File: config.mk
export PLATFORM = sky130hd
export DESIGN_NAME = adc_window_comparator
export DESIGN_NICKNAME = d
export VERILOG_FILES = /design/src/hw/adc_window_pkg.sv /design/src/hw/adc_window_comparator.sv
export SDC_FILE = /design/constraint.sdc
export NUM_CORES = 1
export LEC_CHECK = 0
export BUFFER_PORTS_ARGS = -buffer_cell sky130_fd_sc_hd__clkbuf_2
export CORE_ASPECT_RATIO = 0.5
export CORE_MARGIN = 2
export CORE_UTILIZATION = 34
export CTS_BUF_LIST = sky130_fd_sc_hd__clkbuf_4 sky130_fd_sc_hd__clkbuf_8
export DETAILED_ROUTE_END_ITERATION = 7
export SLEW_MARGIN = 40
export SYNTH_ARGS = -nofsm -noshare
export SYNTH_HDL_FRONTEND = slang
export SYNTH_SLANG_ARGS = --single-unit
File: constraint.sdc
create_clock -name mclk -period 4.9 [get_ports mclk]
set_input_delay 0.245 -clock mclk [delete_from_list [all_inputs] [get_ports mclk]]
set_output_delay 0.245 -clock mclk [all_outputs]
set_load 0.01 [all_outputs]
File: src/hw/adc_window_pkg.sv
// Purpose: Shared constants for the ADC window comparator
// Assumes: 8-bit special-function register port, 10-bit conversion result
// Notes: Offsets are byte addresses on the register port
package adc_window_pkg;
	// Register addresses
	localparam logic [7:0] CTRL_ADDR = 8'hE8;
	localparam logic [7:0] UPPER_LO_ADDR = 8'hC4;
	localparam logic [7:0] UPPER_HI_ADDR = 8'hC5;
	localparam logic [7:0] LOWER_LO_ADDR = 8'hC6;
	localparam logic [7:0] LOWER_HI_ADDR = 8'hC7;
	// Reset values
	localparam logic [7:0] UPPER_LO_RST = 8'hFF;
	localparam logic [7:0] UPPER_HI_RST = 8'hFF;
	localparam logic [7:0] LOWER_LO_RST = 8'h00;
	localparam logic [7:0] LOWER_HI_RST = 8'h00;
	// Control register field positions
	localparam int CTRL_EN_BIT = 7;
	localparam int CTRL_DONE_BIT = 5;
	localparam int CTRL_BUSY_BIT = 4;
	localparam int CTRL_WIN_BIT = 1;
	localparam int CTRL_LJST_BIT = 0;
	// Result geometry
	localparam int RES_W = 10;
	localparam int WORD_W = 16;
	localparam int LJST_SHIFT = WORD_W - RES_W;
	// Conversion timing in SAR clock periods
	localparam int CONV_SAR_CLKS = 16;
	// Sequencer states, Gray coded
	typedef enum logic [1:0]
	{
		ST_IDLE = 2'h0,
		ST_CONV = 2'h1,
		ST_CMP = 2'h3
	} conv_state_e;
endpackage : adc_window_pkg

File: src/hw/adc_window_comparator.sv
// Purpose: Window detector for a 10-bit SAR converter with its limit registers
// Assumes: One clock; conversion result arrives from the analog side asynchronously
// Notes: Flag and control bits live in the converter control register
// Function
// Compare each new result, set flag automatically
// Flag readable bit in control register
// Limits are high byte joined low byte
// Limit order selects inside or outside window
// Enabled flag raises interrupt request
// Conversion lasts at least sixteen SAR clocks
// Lower above upper means inside, else outside
`timescale 1ns/1ps
`default_nettype none
module adc_window_comparator #(
	parameter int SAR_DIV = 125
)(
	input wire logic mclk,
	input wire logic rst_n,
	input wire logic [7:0] sfr_addr,
	input wire logic sfr_wr,
	input wire logic sfr_rd,
	input wire logic [7:0] sfr_wdata,
	input wire logic conv_start,
	input wire logic [adc_window_pkg::RES_W-1:0] conv_data,
	input wire logic win_irq_en,
	output logic [7:0] sfr_rdata_r,
	output logic window_hit_flag_r,
	output logic window_irq_r,
	output logic conv_busy_r,
	output logic conv_done_r
);

	// Elaboration check on the SAR divider
	if (SAR_DIV < 1)
	begin : g_bad_div
		$error("SAR_DIV must be at least 1");
	end

	localparam int CONV_CYC = adc_window_pkg::CONV_SAR_CLKS * SAR_DIV;
	localparam int CNT_W = $clog2(CONV_CYC + 1);
	localparam logic [CNT_W-1:0] CONV_LAST = CNT_W'(CONV_CYC - 1);

	logic [7:0] upper_limit_low_byte_r;
	logic [7:0] upper_limit_high_byte_r;
	logic [7:0] lower_limit_low_byte_r;
	logic [7:0] lower_limit_high_byte_r;
	logic enable_r;
	logic ljst_r;
	logic [adc_window_pkg::RES_W-1:0] data_s1_r;
	logic [adc_window_pkg::RES_W-1:0] data_s2_r;
	logic [adc_window_pkg::WORD_W-1:0] result_r;
	logic [CNT_W-1:0] conv_cnt_r;
	adc_window_pkg::conv_state_e state_r;
	logic wr_ctrl;
	logic start_req;
	logic [adc_window_pkg::WORD_W-1:0] upper_word;
	logic [adc_window_pkg::WORD_W-1:0] lower_word;
	logic [adc_window_pkg::WORD_W-1:0] result_nxt;
	logic hit;
	logic [7:0] ctrl_view;

	assign wr_ctrl = sfr_wr && (sfr_addr == adc_window_pkg::CTRL_ADDR);
	// Start by pin pulse or by writing one to the busy bit
	assign start_req = enable_r && (conv_start
		|| (wr_ctrl && sfr_wdata[adc_window_pkg::CTRL_BUSY_BIT]));

	// Limit words are high byte above low byte
	assign upper_word = {upper_limit_high_byte_r, upper_limit_low_byte_r};
	assign lower_word = {lower_limit_high_byte_r, lower_limit_low_byte_r};

	// Place the result in the justification software selected
	always_comb
	begin
		if (ljst_r)
		begin
			result_nxt = {data_s2_r, {adc_window_pkg::LJST_SHIFT{1'b0}}};
		end
		else
		begin
			result_nxt = {{adc_window_pkg::LJST_SHIFT{1'b0}}, data_s2_r};
		end
	end

	// Window test: ordering of the limits picks inside or outside
	always_comb
	begin
		if (lower_word > upper_word)
		begin
			hit = (result_r > upper_word) && (result_r < lower_word);
		end
		else
		begin
			hit = (result_r < lower_word) || (result_r > upper_word);
		end
	end

	// Limit registers written from the register port
	always_ff @(posedge mclk or negedge rst_n)
	begin
		if (!rst_n)
		begin
			upper_limit_low_byte_r <= adc_window_pkg::UPPER_LO_RST;
			upper_limit_high_byte_r <= adc_window_pkg::UPPER_HI_RST;
			lower_limit_low_byte_r <= adc_window_pkg::LOWER_LO_RST;
			lower_limit_high_byte_r <= adc_window_pkg::LOWER_HI_RST;
		end
		else if (sfr_wr)
		begin
			case (sfr_addr)
				adc_window_pkg::UPPER_LO_ADDR: upper_limit_low_byte_r <= sfr_wdata;
				adc_window_pkg::UPPER_HI_ADDR: upper_limit_high_byte_r <= sfr_wdata;
				adc_window_pkg::LOWER_LO_ADDR: lower_limit_low_byte_r <= sfr_wdata;
				adc_window_pkg::LOWER_HI_ADDR: lower_limit_high_byte_r <= sfr_wdata;
				default: ;
			endcase
		end
	end

	// Control bits written by software
	always_ff @(posedge mclk or negedge rst_n)
	begin
		if (!rst_n)
		begin
			enable_r <= 1'b0;
			ljst_r <= 1'b0;
		end
		else if (wr_ctrl)
		begin
			enable_r <= sfr_wdata[adc_window_pkg::CTRL_EN_BIT];
			ljst_r <= sfr_wdata[adc_window_pkg::CTRL_LJST_BIT];
		end
	end

	// Two-stage synchroniser on the analog result
	always_ff @(posedge mclk or negedge rst_n)
	begin
		if (!rst_n)
		begin
			data_s1_r <= '0;
			data_s2_r <= '0;
		end
		else
		begin
			data_s1_r <= conv_data;
			data_s2_r <= data_s1_r;
		end
	end

	// Conversion sequencer: hold busy for the full SAR period count, then compare
	always_ff @(posedge mclk or negedge rst_n)
	begin
		if (!rst_n)
		begin
			state_r <= adc_window_pkg::ST_IDLE;
			conv_cnt_r <= '0;
			conv_busy_r <= 1'b0;
			result_r <= '0;
		end
		else
		begin
			case (state_r)
				adc_window_pkg::ST_IDLE:
				begin
					conv_cnt_r <= '0;
					if (start_req)
					begin
						state_r <= adc_window_pkg::ST_CONV;
						conv_busy_r <= 1'b1;
					end
				end
				adc_window_pkg::ST_CONV:
				begin
					conv_cnt_r <= conv_cnt_r + 1'b1;
					if (conv_cnt_r == CONV_LAST)
					begin
						result_r <= result_nxt;
						state_r <= adc_window_pkg::ST_CMP;
						conv_busy_r <= 1'b0;
					end
				end
				adc_window_pkg::ST_CMP:
				begin
					state_r <= adc_window_pkg::ST_IDLE;
				end
				default:
				begin
					state_r <= adc_window_pkg::ST_IDLE;
					conv_busy_r <= 1'b0;
				end
			endcase
		end
	end

	// Sticky flags: hardware set wins over a software clear in the same cycle
	always_ff @(posedge mclk or negedge rst_n)
	begin
		if (!rst_n)
		begin
			window_hit_flag_r <= 1'b0;
			conv_done_r <= 1'b0;
		end
		else
		begin
			if (state_r == adc_window_pkg::ST_CMP && hit)
			begin
				window_hit_flag_r <= 1'b1;
			end
			else if (wr_ctrl)
			begin
				window_hit_flag_r <= sfr_wdata[adc_window_pkg::CTRL_WIN_BIT];
			end
			if (state_r == adc_window_pkg::ST_CMP)
			begin
				conv_done_r <= 1'b1;
			end
			else if (wr_ctrl)
			begin
				conv_done_r <= sfr_wdata[adc_window_pkg::CTRL_DONE_BIT];
			end
		end
	end

	// Interrupt request follows the flag while enabled
	always_ff @(posedge mclk or negedge rst_n)
	begin
		if (!rst_n)
		begin
			window_irq_r <= 1'b0;
		end
		else
		begin
			window_irq_r <= window_hit_flag_r && win_irq_en;
		end
	end

	// Control register view for reads
	always_comb
	begin
		ctrl_view = 8'h00;
		ctrl_view[adc_window_pkg::CTRL_EN_BIT] = enable_r;
		ctrl_view[adc_window_pkg::CTRL_DONE_BIT] = conv_done_r;
		ctrl_view[adc_window_pkg::CTRL_BUSY_BIT] = conv_busy_r;
		ctrl_view[adc_window_pkg::CTRL_WIN_BIT] = window_hit_flag_r;
		ctrl_view[adc_window_pkg::CTRL_LJST_BIT] = ljst_r;
	end

	// Registered read data; unmapped addresses read zero
	always_ff @(posedge mclk or negedge rst_n)
	begin
		if (!rst_n)
		begin
			sfr_rdata_r <= 8'h00;
		end
		else if (sfr_rd)
		begin
			case (sfr_addr)
				adc_window_pkg::CTRL_ADDR: sfr_rdata_r <= ctrl_view;
				adc_window_pkg::UPPER_LO_ADDR: sfr_rdata_r <= upper_limit_low_byte_r;
				adc_window_pkg::UPPER_HI_ADDR: sfr_rdata_r <= upper_limit_high_byte_r;
				adc_window_pkg::LOWER_LO_ADDR: sfr_rdata_r <= lower_limit_low_byte_r;
				adc_window_pkg::LOWER_HI_ADDR: sfr_rdata_r <= lower_limit_high_byte_r;
				default: sfr_rdata_r <= 8'h00;
			endcase
		end
	end

endmodule : adc_window_comparator
`default_nettype wire

==> results of run 1 <==
[power by group]
group          total (mW)  leakage, nW  internal [mW]  switching (mW)
Clock               0.623        0.124          0.341           0.283
Combinational       0.156         1.41         0.0663          0.0893
Sequential          0.841         1.18          0.818          0.0228
[synth_stat cells (2+ instances only)]
master	count	share of area (%)
nand3_1	16	1.6
a22o_1	2	0.35
clkbuf_1	10	0.75
and3_1	4	0.50
nor3_4	2	0.65
mux2i_1	6	1.2
o211ai_1	3	0.45
or4_1	2	0.30
or4b_1	2	0.40
buf_2	3	0.30
ha_1	48	12
a21o_1	5	0.75
nor3_1	3	0.30
nor2b_1	5	0.63
nand4_1	11	1.4
a221oi_1	5	0.88
o31ai_1	3	0.45
mux2_2	26	5.9
nand2_1	53	4.0
nand2b_1	9	1.1
or3_1	4	0.50
a21boi_0	2	0.30
dfstp_2	16	8.5
dfrtp_1	79	40
a21oi_1	28	2.8
mux4_2	3	1.4
o21ai_0	46	4.6
nor4_1	2	0.25
a22oi_1	5	0.75
nor2_1	19	1.4
inv_1	39	2.9
[final timing paths]
path                            depth (start not counted)                        from  slack [ns]                         end
worst max register to register                          9  upper_limit_high_byte_r[6]        2.56           window_hit_flag_r
worst min register to register                          0                data_s1_r[7]        0.35                data_s2_r[7]
max in group asynchronous                               3                       rst_n        3.42  upper_limit_high_byte_r[5]
worst min-delay path                                    2                  win_irq_en        0.10                window_irq_r
min in group asynchronous                               2                       rst_n        0.46                data_s1_r[2]
worst max-delay path                                    9  upper_limit_high_byte_r[6]        2.56           window_hit_flag_r
[metrics by stage]
step / cells / instance area [um2] / utilization, %
floorplan: 475 / 4970 / -
global placement: 703 / 5380 / 37.4
detailed placement: 703 / 5380 / 37.4
CTS: 730 / 5730 / 39.8
global route: 730 / 5740 / 39.9
finish: 730 / 5740 / 39.9
[worst reg2reg max path: cells and delay by family, from the launching register on]
family | cells | cell delay (ns)
flops | 1 | 0.54
fa+ha+maj | 1 | 0.33
compound gates | 3 | 0.56
simple gates | 4 | 0.77
buf+inv | 1 | 0.09
[registers in the layout (all words and copies together), names as in the netlist, 2 cells and up]
signal	flops
conv_cnt_r	11
data_s1_r	10
data_s2_r	10
lower_limit_high_byte_r	8
lower_limit_low_byte_r	8
result_r	16
sfr_rdata_r	8
state_r	2
upper_limit_high_byte_r	8
upper_limit_low_byte_r	8
[layout make-up]
| class | instances | area (um2) | area share [%] |
|---|---|---|---|
| well taps | 198 | 248 | 4.32 |
| repair buffers | 55 | 335 | 5.85 |
| flip-flops and latches | 95 | 2400 | 41.8 |
| multi-input cells | 327 | 2370 | 41.3 |
| inverters | 39 | 146 | 2.55 |
| clock buffers | 9 | 124 | 2.16 |
| clock inverters | 7 | 118 | 2.05 |
[cells by family (layout without fill, tap and decap cells)]
kind of cell	Yosys count	after routing	share of synthesized area, %
DFF	95	95	48.2
and+or+nand+nor	138	138	14.5
xor gates and xnor gates	1	1	0.176
adders and majority gates	48	48	12.1
muxes	35	35	8.45
AOI/OAI and AO/OA	105	105	12.4
buffers and inverters	53	110	4.23
[timing repair]
| item | CTS | global route |
|---|---|---|
| endpoints found under the setup margin | 0 | 0 |
| hold buffers | 11 | 0 |
| hold endpoints to repair | 58 | 0 |
| setup buffers | 0 | 0 |
[per-layer routing]
| layer | up-vias | share of wire, % |
|---|---|---|
| li1 | 1789 | - |
| met1 | 1725 | 53 |
| met2 | 88 | 40 |
| met3 | 13 | 5.1 |
| met4 | 0 | 1.5 |
| met5 | - | 0 |
==> out/metrics.yaml, run 1 <==
outcome:
  outcome: "finished, final reports clean"
routing:
  drc: 0
  drt_iter0_drc: 221
  firstDrtPassIters: 4
  routedWlPerCell_um: 15.7
  vias: 3615
  drtAntennaViolNets: 0
  vias_per_cell: 4.95
  route.final.wire_length_mm: 11.5
sta:
  min_period_over_period_pct: 47.7
  setup_viol: 0
  maxSlewHeadroom_pct: 54.3
  holdWs_ns: 0.104
  finalWorstSetupSlack_ns: 2.56
  fin_skew_ns: 0.0125
  fin_crit_ns: 2.34
  tightest_slew_ns: 0.686
  rsz0062_at_grt: "no"
  setup_tns_ns: 0
  hold_violations: 0
  fmax_mhz: 428
  maxSlewViolCount: 0
pwr:
  peakVddDrop_uv: 124
  design_power_total_mw: 1.62
  leakage_nw: 2.71
  p_per_area_mw_per_mm2: 282
floorplan:
  num_rows: 31
  die_x_um: 175
  dieHeight_um: 89.5
  initial_core_util_pct: 34.6
  core_mm2: 0.0144
  io_pins: 44
  die-area_mm2: 0.0157
logic_synthesis:
  syn-cell-area_mm2: 0.00497
  synth_edf_count: 0
  ys_seq_area_share_pct: 48.2
  syn_nets: 555
  netlist_instances: 475
  synth-async-reset-ratio_pct: 100
  yosysWarnings: 0
  avgSynthCellArea_um2: 10.5
  synth-seq-cells: 95
  yosysUniqueCellTypes: 45
  synthFlopType: "dfrtp_1"
clocking:
  clkLatencyLatePin_ns: 0.37
  numCtsBuffers: 9
  cts-root-buf: "clkbuf_8"
  cts_resized: 0
  path_clk_slew_ns: 0.09
  htreeDepth: 3
  cts.sinks: 95
  clockBufferDepth: 2
  cts_tree: "built"
layout:
  final_common_cell: "dfrtp_1"
  final_layout_size_suffix_gt1_share_pct: 20.9
  fin_nets: 607
  syn2layout_area_growth_pct: 15.3
  final_cell_mix: "dfrtp_1, nand2_1, ha_1"
  diodes: 0
  fill_cells: 1396
critical_path:
  critical_path.max_fanout: 3
  crit_chain: "inv_1 -> ha_1 -> nand4_1 -> nor4_1 -> a21boi_0 -> nor4_1 -> a21oi_1 -> o2111ai_1 -> nand3_1"
  crit_top_cell: "nor4_1"
  path_buf_inv: 1
  worstPathArrival_ns: 2.64
  critical_path_class: "flop to flop"
  path_delay_family: "simple AND/OR/NAND/NOR gates"
  critPathMaxStageDelay_ns: 0.54
  cp-end-kind: "flop"
  worstPathRequired_ns: 5.21
  cp-start-kind: "flop"
  cp_slowest_cell: "dfstp_2"
global_routing:
  grt.busiest_layer: "met2"
  antenna_found_initial: 0
  grt_pass1_wl_mm: 18.4
  grtUsageMet1_pct: 22.3
  grt_usage_pct: 15.3
  use_met2_pct: 23.1
  grt_pass1_vias: 3457
  grt_util_met3_pct: 3.15
  overflow: 0
  grt_start_max_net_pins: 56
min_path:
  worst_hold_path_type: "input port to flop"
place:
  gp_congestion: 0.871
  portBuffers: 43
  hpwl_mm: 8.80
  dp_slack_ns: 2.61
flow_run:
  drv_cap: 0
(Power assumes the default switching activity.)
==> run 2: changes to the inputs <==
ABC_AREA = 1   (was unset)
clock period = 2.5 ns   (was 4.9 ns; I/O delays follow)
==> run 2 against run 1 <==
Effect of this change: fmax rose by 27%; final cell count rose by 15%; cell area rose by 1.1%; clock skew fell by 0.00061 ns; synthesized cell count rose by 20%; largest cell class unchanged; sequential power rose by 96%; global-route usage rose by 0.89 points; core utilization rose by 0.23 points; clock power rose by 62%; register-to-register slack got worse by 1.9 ns; synthesized area rose by 0.98%.
==> out/metrics.yaml, run 2 <==
logic_synthesis:
  synth_common_cells: "nand2_1, dfrtp_1, inv_1"
  synth-async-reset-ratio_pct: 100
  yosysTopAreaCell: "dfrtp_1"
  yosysWarnings: 0
  yosysUniqueCellTypes: 37
  synth_area_leaders: "dfrtp_1, ha_1, nand2_1, dfstp_2, inv_1"
  synthFlopType: "dfrtp_1"
  netlist_instances: 571
  avgSynthCellArea_um2: 8.80
  ys_seq_area_share_pct: 47.7
  synth_edf_count: 0
  syn-cell-area_mm2: 0.00502
  post-synth-top-count-cell: "nand2_1"
  synth_top_area_share_pct: 39.4
  synth-seq-cells: 95
  syn_nets: 651
clocking:
  clkLatencyLatePin_ns: 0.38
  cts_resized: 0
  cts-root-buf: "clkbuf_8"
  path_clk_slew_ns: 0.11
  cts_tree: "built"
  post_cts_buffers: 0
  cts_hold_buf: 16
  clockBufferDepth: 2
  cts.sinks: 95
  htreeDepth: 3
  numCtsBuffers: 9
critical_path:
  critical_path.max_fanout: 3
  cp-start-kind: "flop"
  cp-end-kind: "flop"
  worstPathArrival_ns: 2.12
  critical_path_class: "flop to flop"
  worstPathRequired_ns: 2.78
routing:
  drtAntennaViolNets: 0
  routedWlPerCell_um: 14.3
  dr_wl_met3_mm: 1.00
  wl_met1_mm: 5.84
  route.top_layer_used: "met4"
  route.met2.wl_mm: 4.95
  drt_iter0_drc: 241
  drc: 0
  vias: 3963
  route.final.wire_length_mm: 12.0
  firstDrtPassIters: 4
  vias_per_cell: 4.73
place:
  hpwl_mm: 9.26
  gp_congestion: 0.871
  dp_slack_ns: 0.693
  portBuffers: 43
sta:
  tightest_slew_ns: 0.678
  min_period_over_period_pct: 73.4
  fmax_mhz: 545
  setup_viol: 0
  maxSlewHeadroom_pct: 54.8
  setup_tns_ns: 0
  fin_crit_ns: 1.84
  fin_skew_ns: 0.0119
  finalWorstSetupSlack_ns: 0.664
  maxSlewViolCount: 0
  hold_violations: 0
  rsz0062_at_grt: "no"
  holdWs_ns: 0.0314
flow_run:
  drv_cap: 0
pwr:
  power_frac_seq_pct: 54.0
  internal-power_mw: 2.16
  pwr-share-clk_pct: 33.2
  netSwitchingFraction_pct: 29.3
  peakVddDrop_uv: 233
  pwr-share-comb_pct: 12.8
  leakage_nw: 3.02
  switchingPower_uw: 895
  design_power_total_mw: 3.05
  p_per_area_mw_per_mm2: 526
outcome:
  outcome: "finished, final reports clean"
layout:
  largest_register: "result_r"
  final_common_cell: "nand2_1"
  largest_reg_flops: 16
  multi_input_area_mm2: 0.00228
  fill_cells: 1458
  seq_area_mm2: 0.00240
  diodes: 0
  final_cell_mix: "nand2_1, dfrtp_1, inv_1"
  fin_nets: 715
  reg.largest.list: "result_r (16), conv_cnt_r (11)"
  final_layout_size_suffix_gt1_share_pct: 16.7
  syn2layout_area_growth_pct: 15.5
global_routing:
  grt_usage_pct: 16.2
  antenna_found_initial: 0
  overflow: 0
  grt_start_max_net_pins: 52
  grt_pass1_wl_mm: 19.9
  grt_pass1_vias: 3866
floorplan:
  die-area_mm2: 0.0158
  dieHeight_um: 89.9
  io_pins: 44
  num_rows: 31
  die_x_um: 176
  initial_core_util_pct: 34.7
  core_mm2: 0.0145
min_path:
  worst_hold_path_type: "input port to flop"
run 2: cell types whose count changed in the layout (fill, tap and decap cells not counted), sizes merged, moves of 6 or more:
cell,change
nand4,-6
nand2b,-9
nand3,-7
nor3,+6
o21ai,+11
inv,+33
mux2,-25
nand2,+89
o22ai,+15
nor2,+34
run 2: worst paths after layout:
path	start	to	slack, ns	cells after the start
max	upper_limit_low_byte_r[7]	window_hit_flag_r	0.66	13
min	sfr_wdata[7]	upper_limit_high_byte_r[7]	0.03	3
max reg2reg	upper_limit_low_byte_r[7]	window_hit_flag_r	0.66	13
min reg2reg	data_s1_r[2]	data_s2_r[2]	0.36	0
max in group asynchronous	rst_n	upper_limit_low_byte_r[6]	1.40	3
min in group asynchronous	rst_n	data_s1_r[8]	0.32	2
run 2: kinds of logic after synthesis:
| logic type | Yosys count | synth area share (%) |
|---|---|---|
| XOR/XNOR | 2 | 0.349 |
| AND/OR/NAND/NOR | 227 | 19.9 |
| flip-flops | 95 | 47.7 |
| AO/OA/AOI/OAI | 113 | 12.1 |
| buffers and inverters | 81 | 6.93 |
| multiplexers | 5 | 1.10 |
| adder cells (fa/ha/maj) | 48 | 12.0 |
run 2: stage by stage:
| step | instances | instance area (um2) | utilization, % |
|---|---|---|---|
| 3_3_place_gp | 806 | 5440 | 37.6 |
| 5_1_grt | 838 | 5800 | 40.1 |
| 2_1_floorplan | 571 | 5020 | - |
| 6_report | 838 | 5800 | 40.1 |
| 4_1_cts | 838 | 5800 | 40.1 |
| 3_5_place_dp | 806 | 5440 | 37.6 |
run 2: final cells by class:
class                      instances  share of cell area (%)
sequential                        95                    41.3
multi-input combinational        395                    39.3
timing repair buffer              63                    7.03
inverter                          71                    4.64
tap                              198                    4.27
clock buffer                       9                    2.14
clock inverter                     7                    1.34
run 2: power groups by stage:
stage | sequential (mW) | clock (mW) | combinational [mW]
detailed placement | 1.68 | 0 | 0.374
global placement | 1.68 | 0 | 0.365
global route | 1.66 | 1.13 | 0.455
finish | 1.65 | 1.01 | 0.390
CTS | 1.65 | 1.06 | 0.394
floorplan | 1.67 | 0 | 0.224
run 2: per-layer routing:
| layer | track usage (%) | up-vias |
|---|---|---|
| met1 | 23.9 | 1835 |
| met2 | 23.1 | 105 |
| met5 | 0 | - |
| met3 | 4.02 | 16 |
| li1 | - | 2007 |
| met4 | 5.72 | 0 |
run 2: worst max-delay path, stage by stage (launching register included):
cell     delay [ns]
dfstp_2        0.54
inv_1          0.07
ha_1           0.29
nand2_1        0.08
nor2_1         0.19
nand2_1        0.09
nand2_1        0.06
nand2_1        0.07
nand2_1        0.05
o21ai_0        0.07
nand2_1        0.08
nand2_1        0.05
nand2_1        0.06
nand2_1        0.04
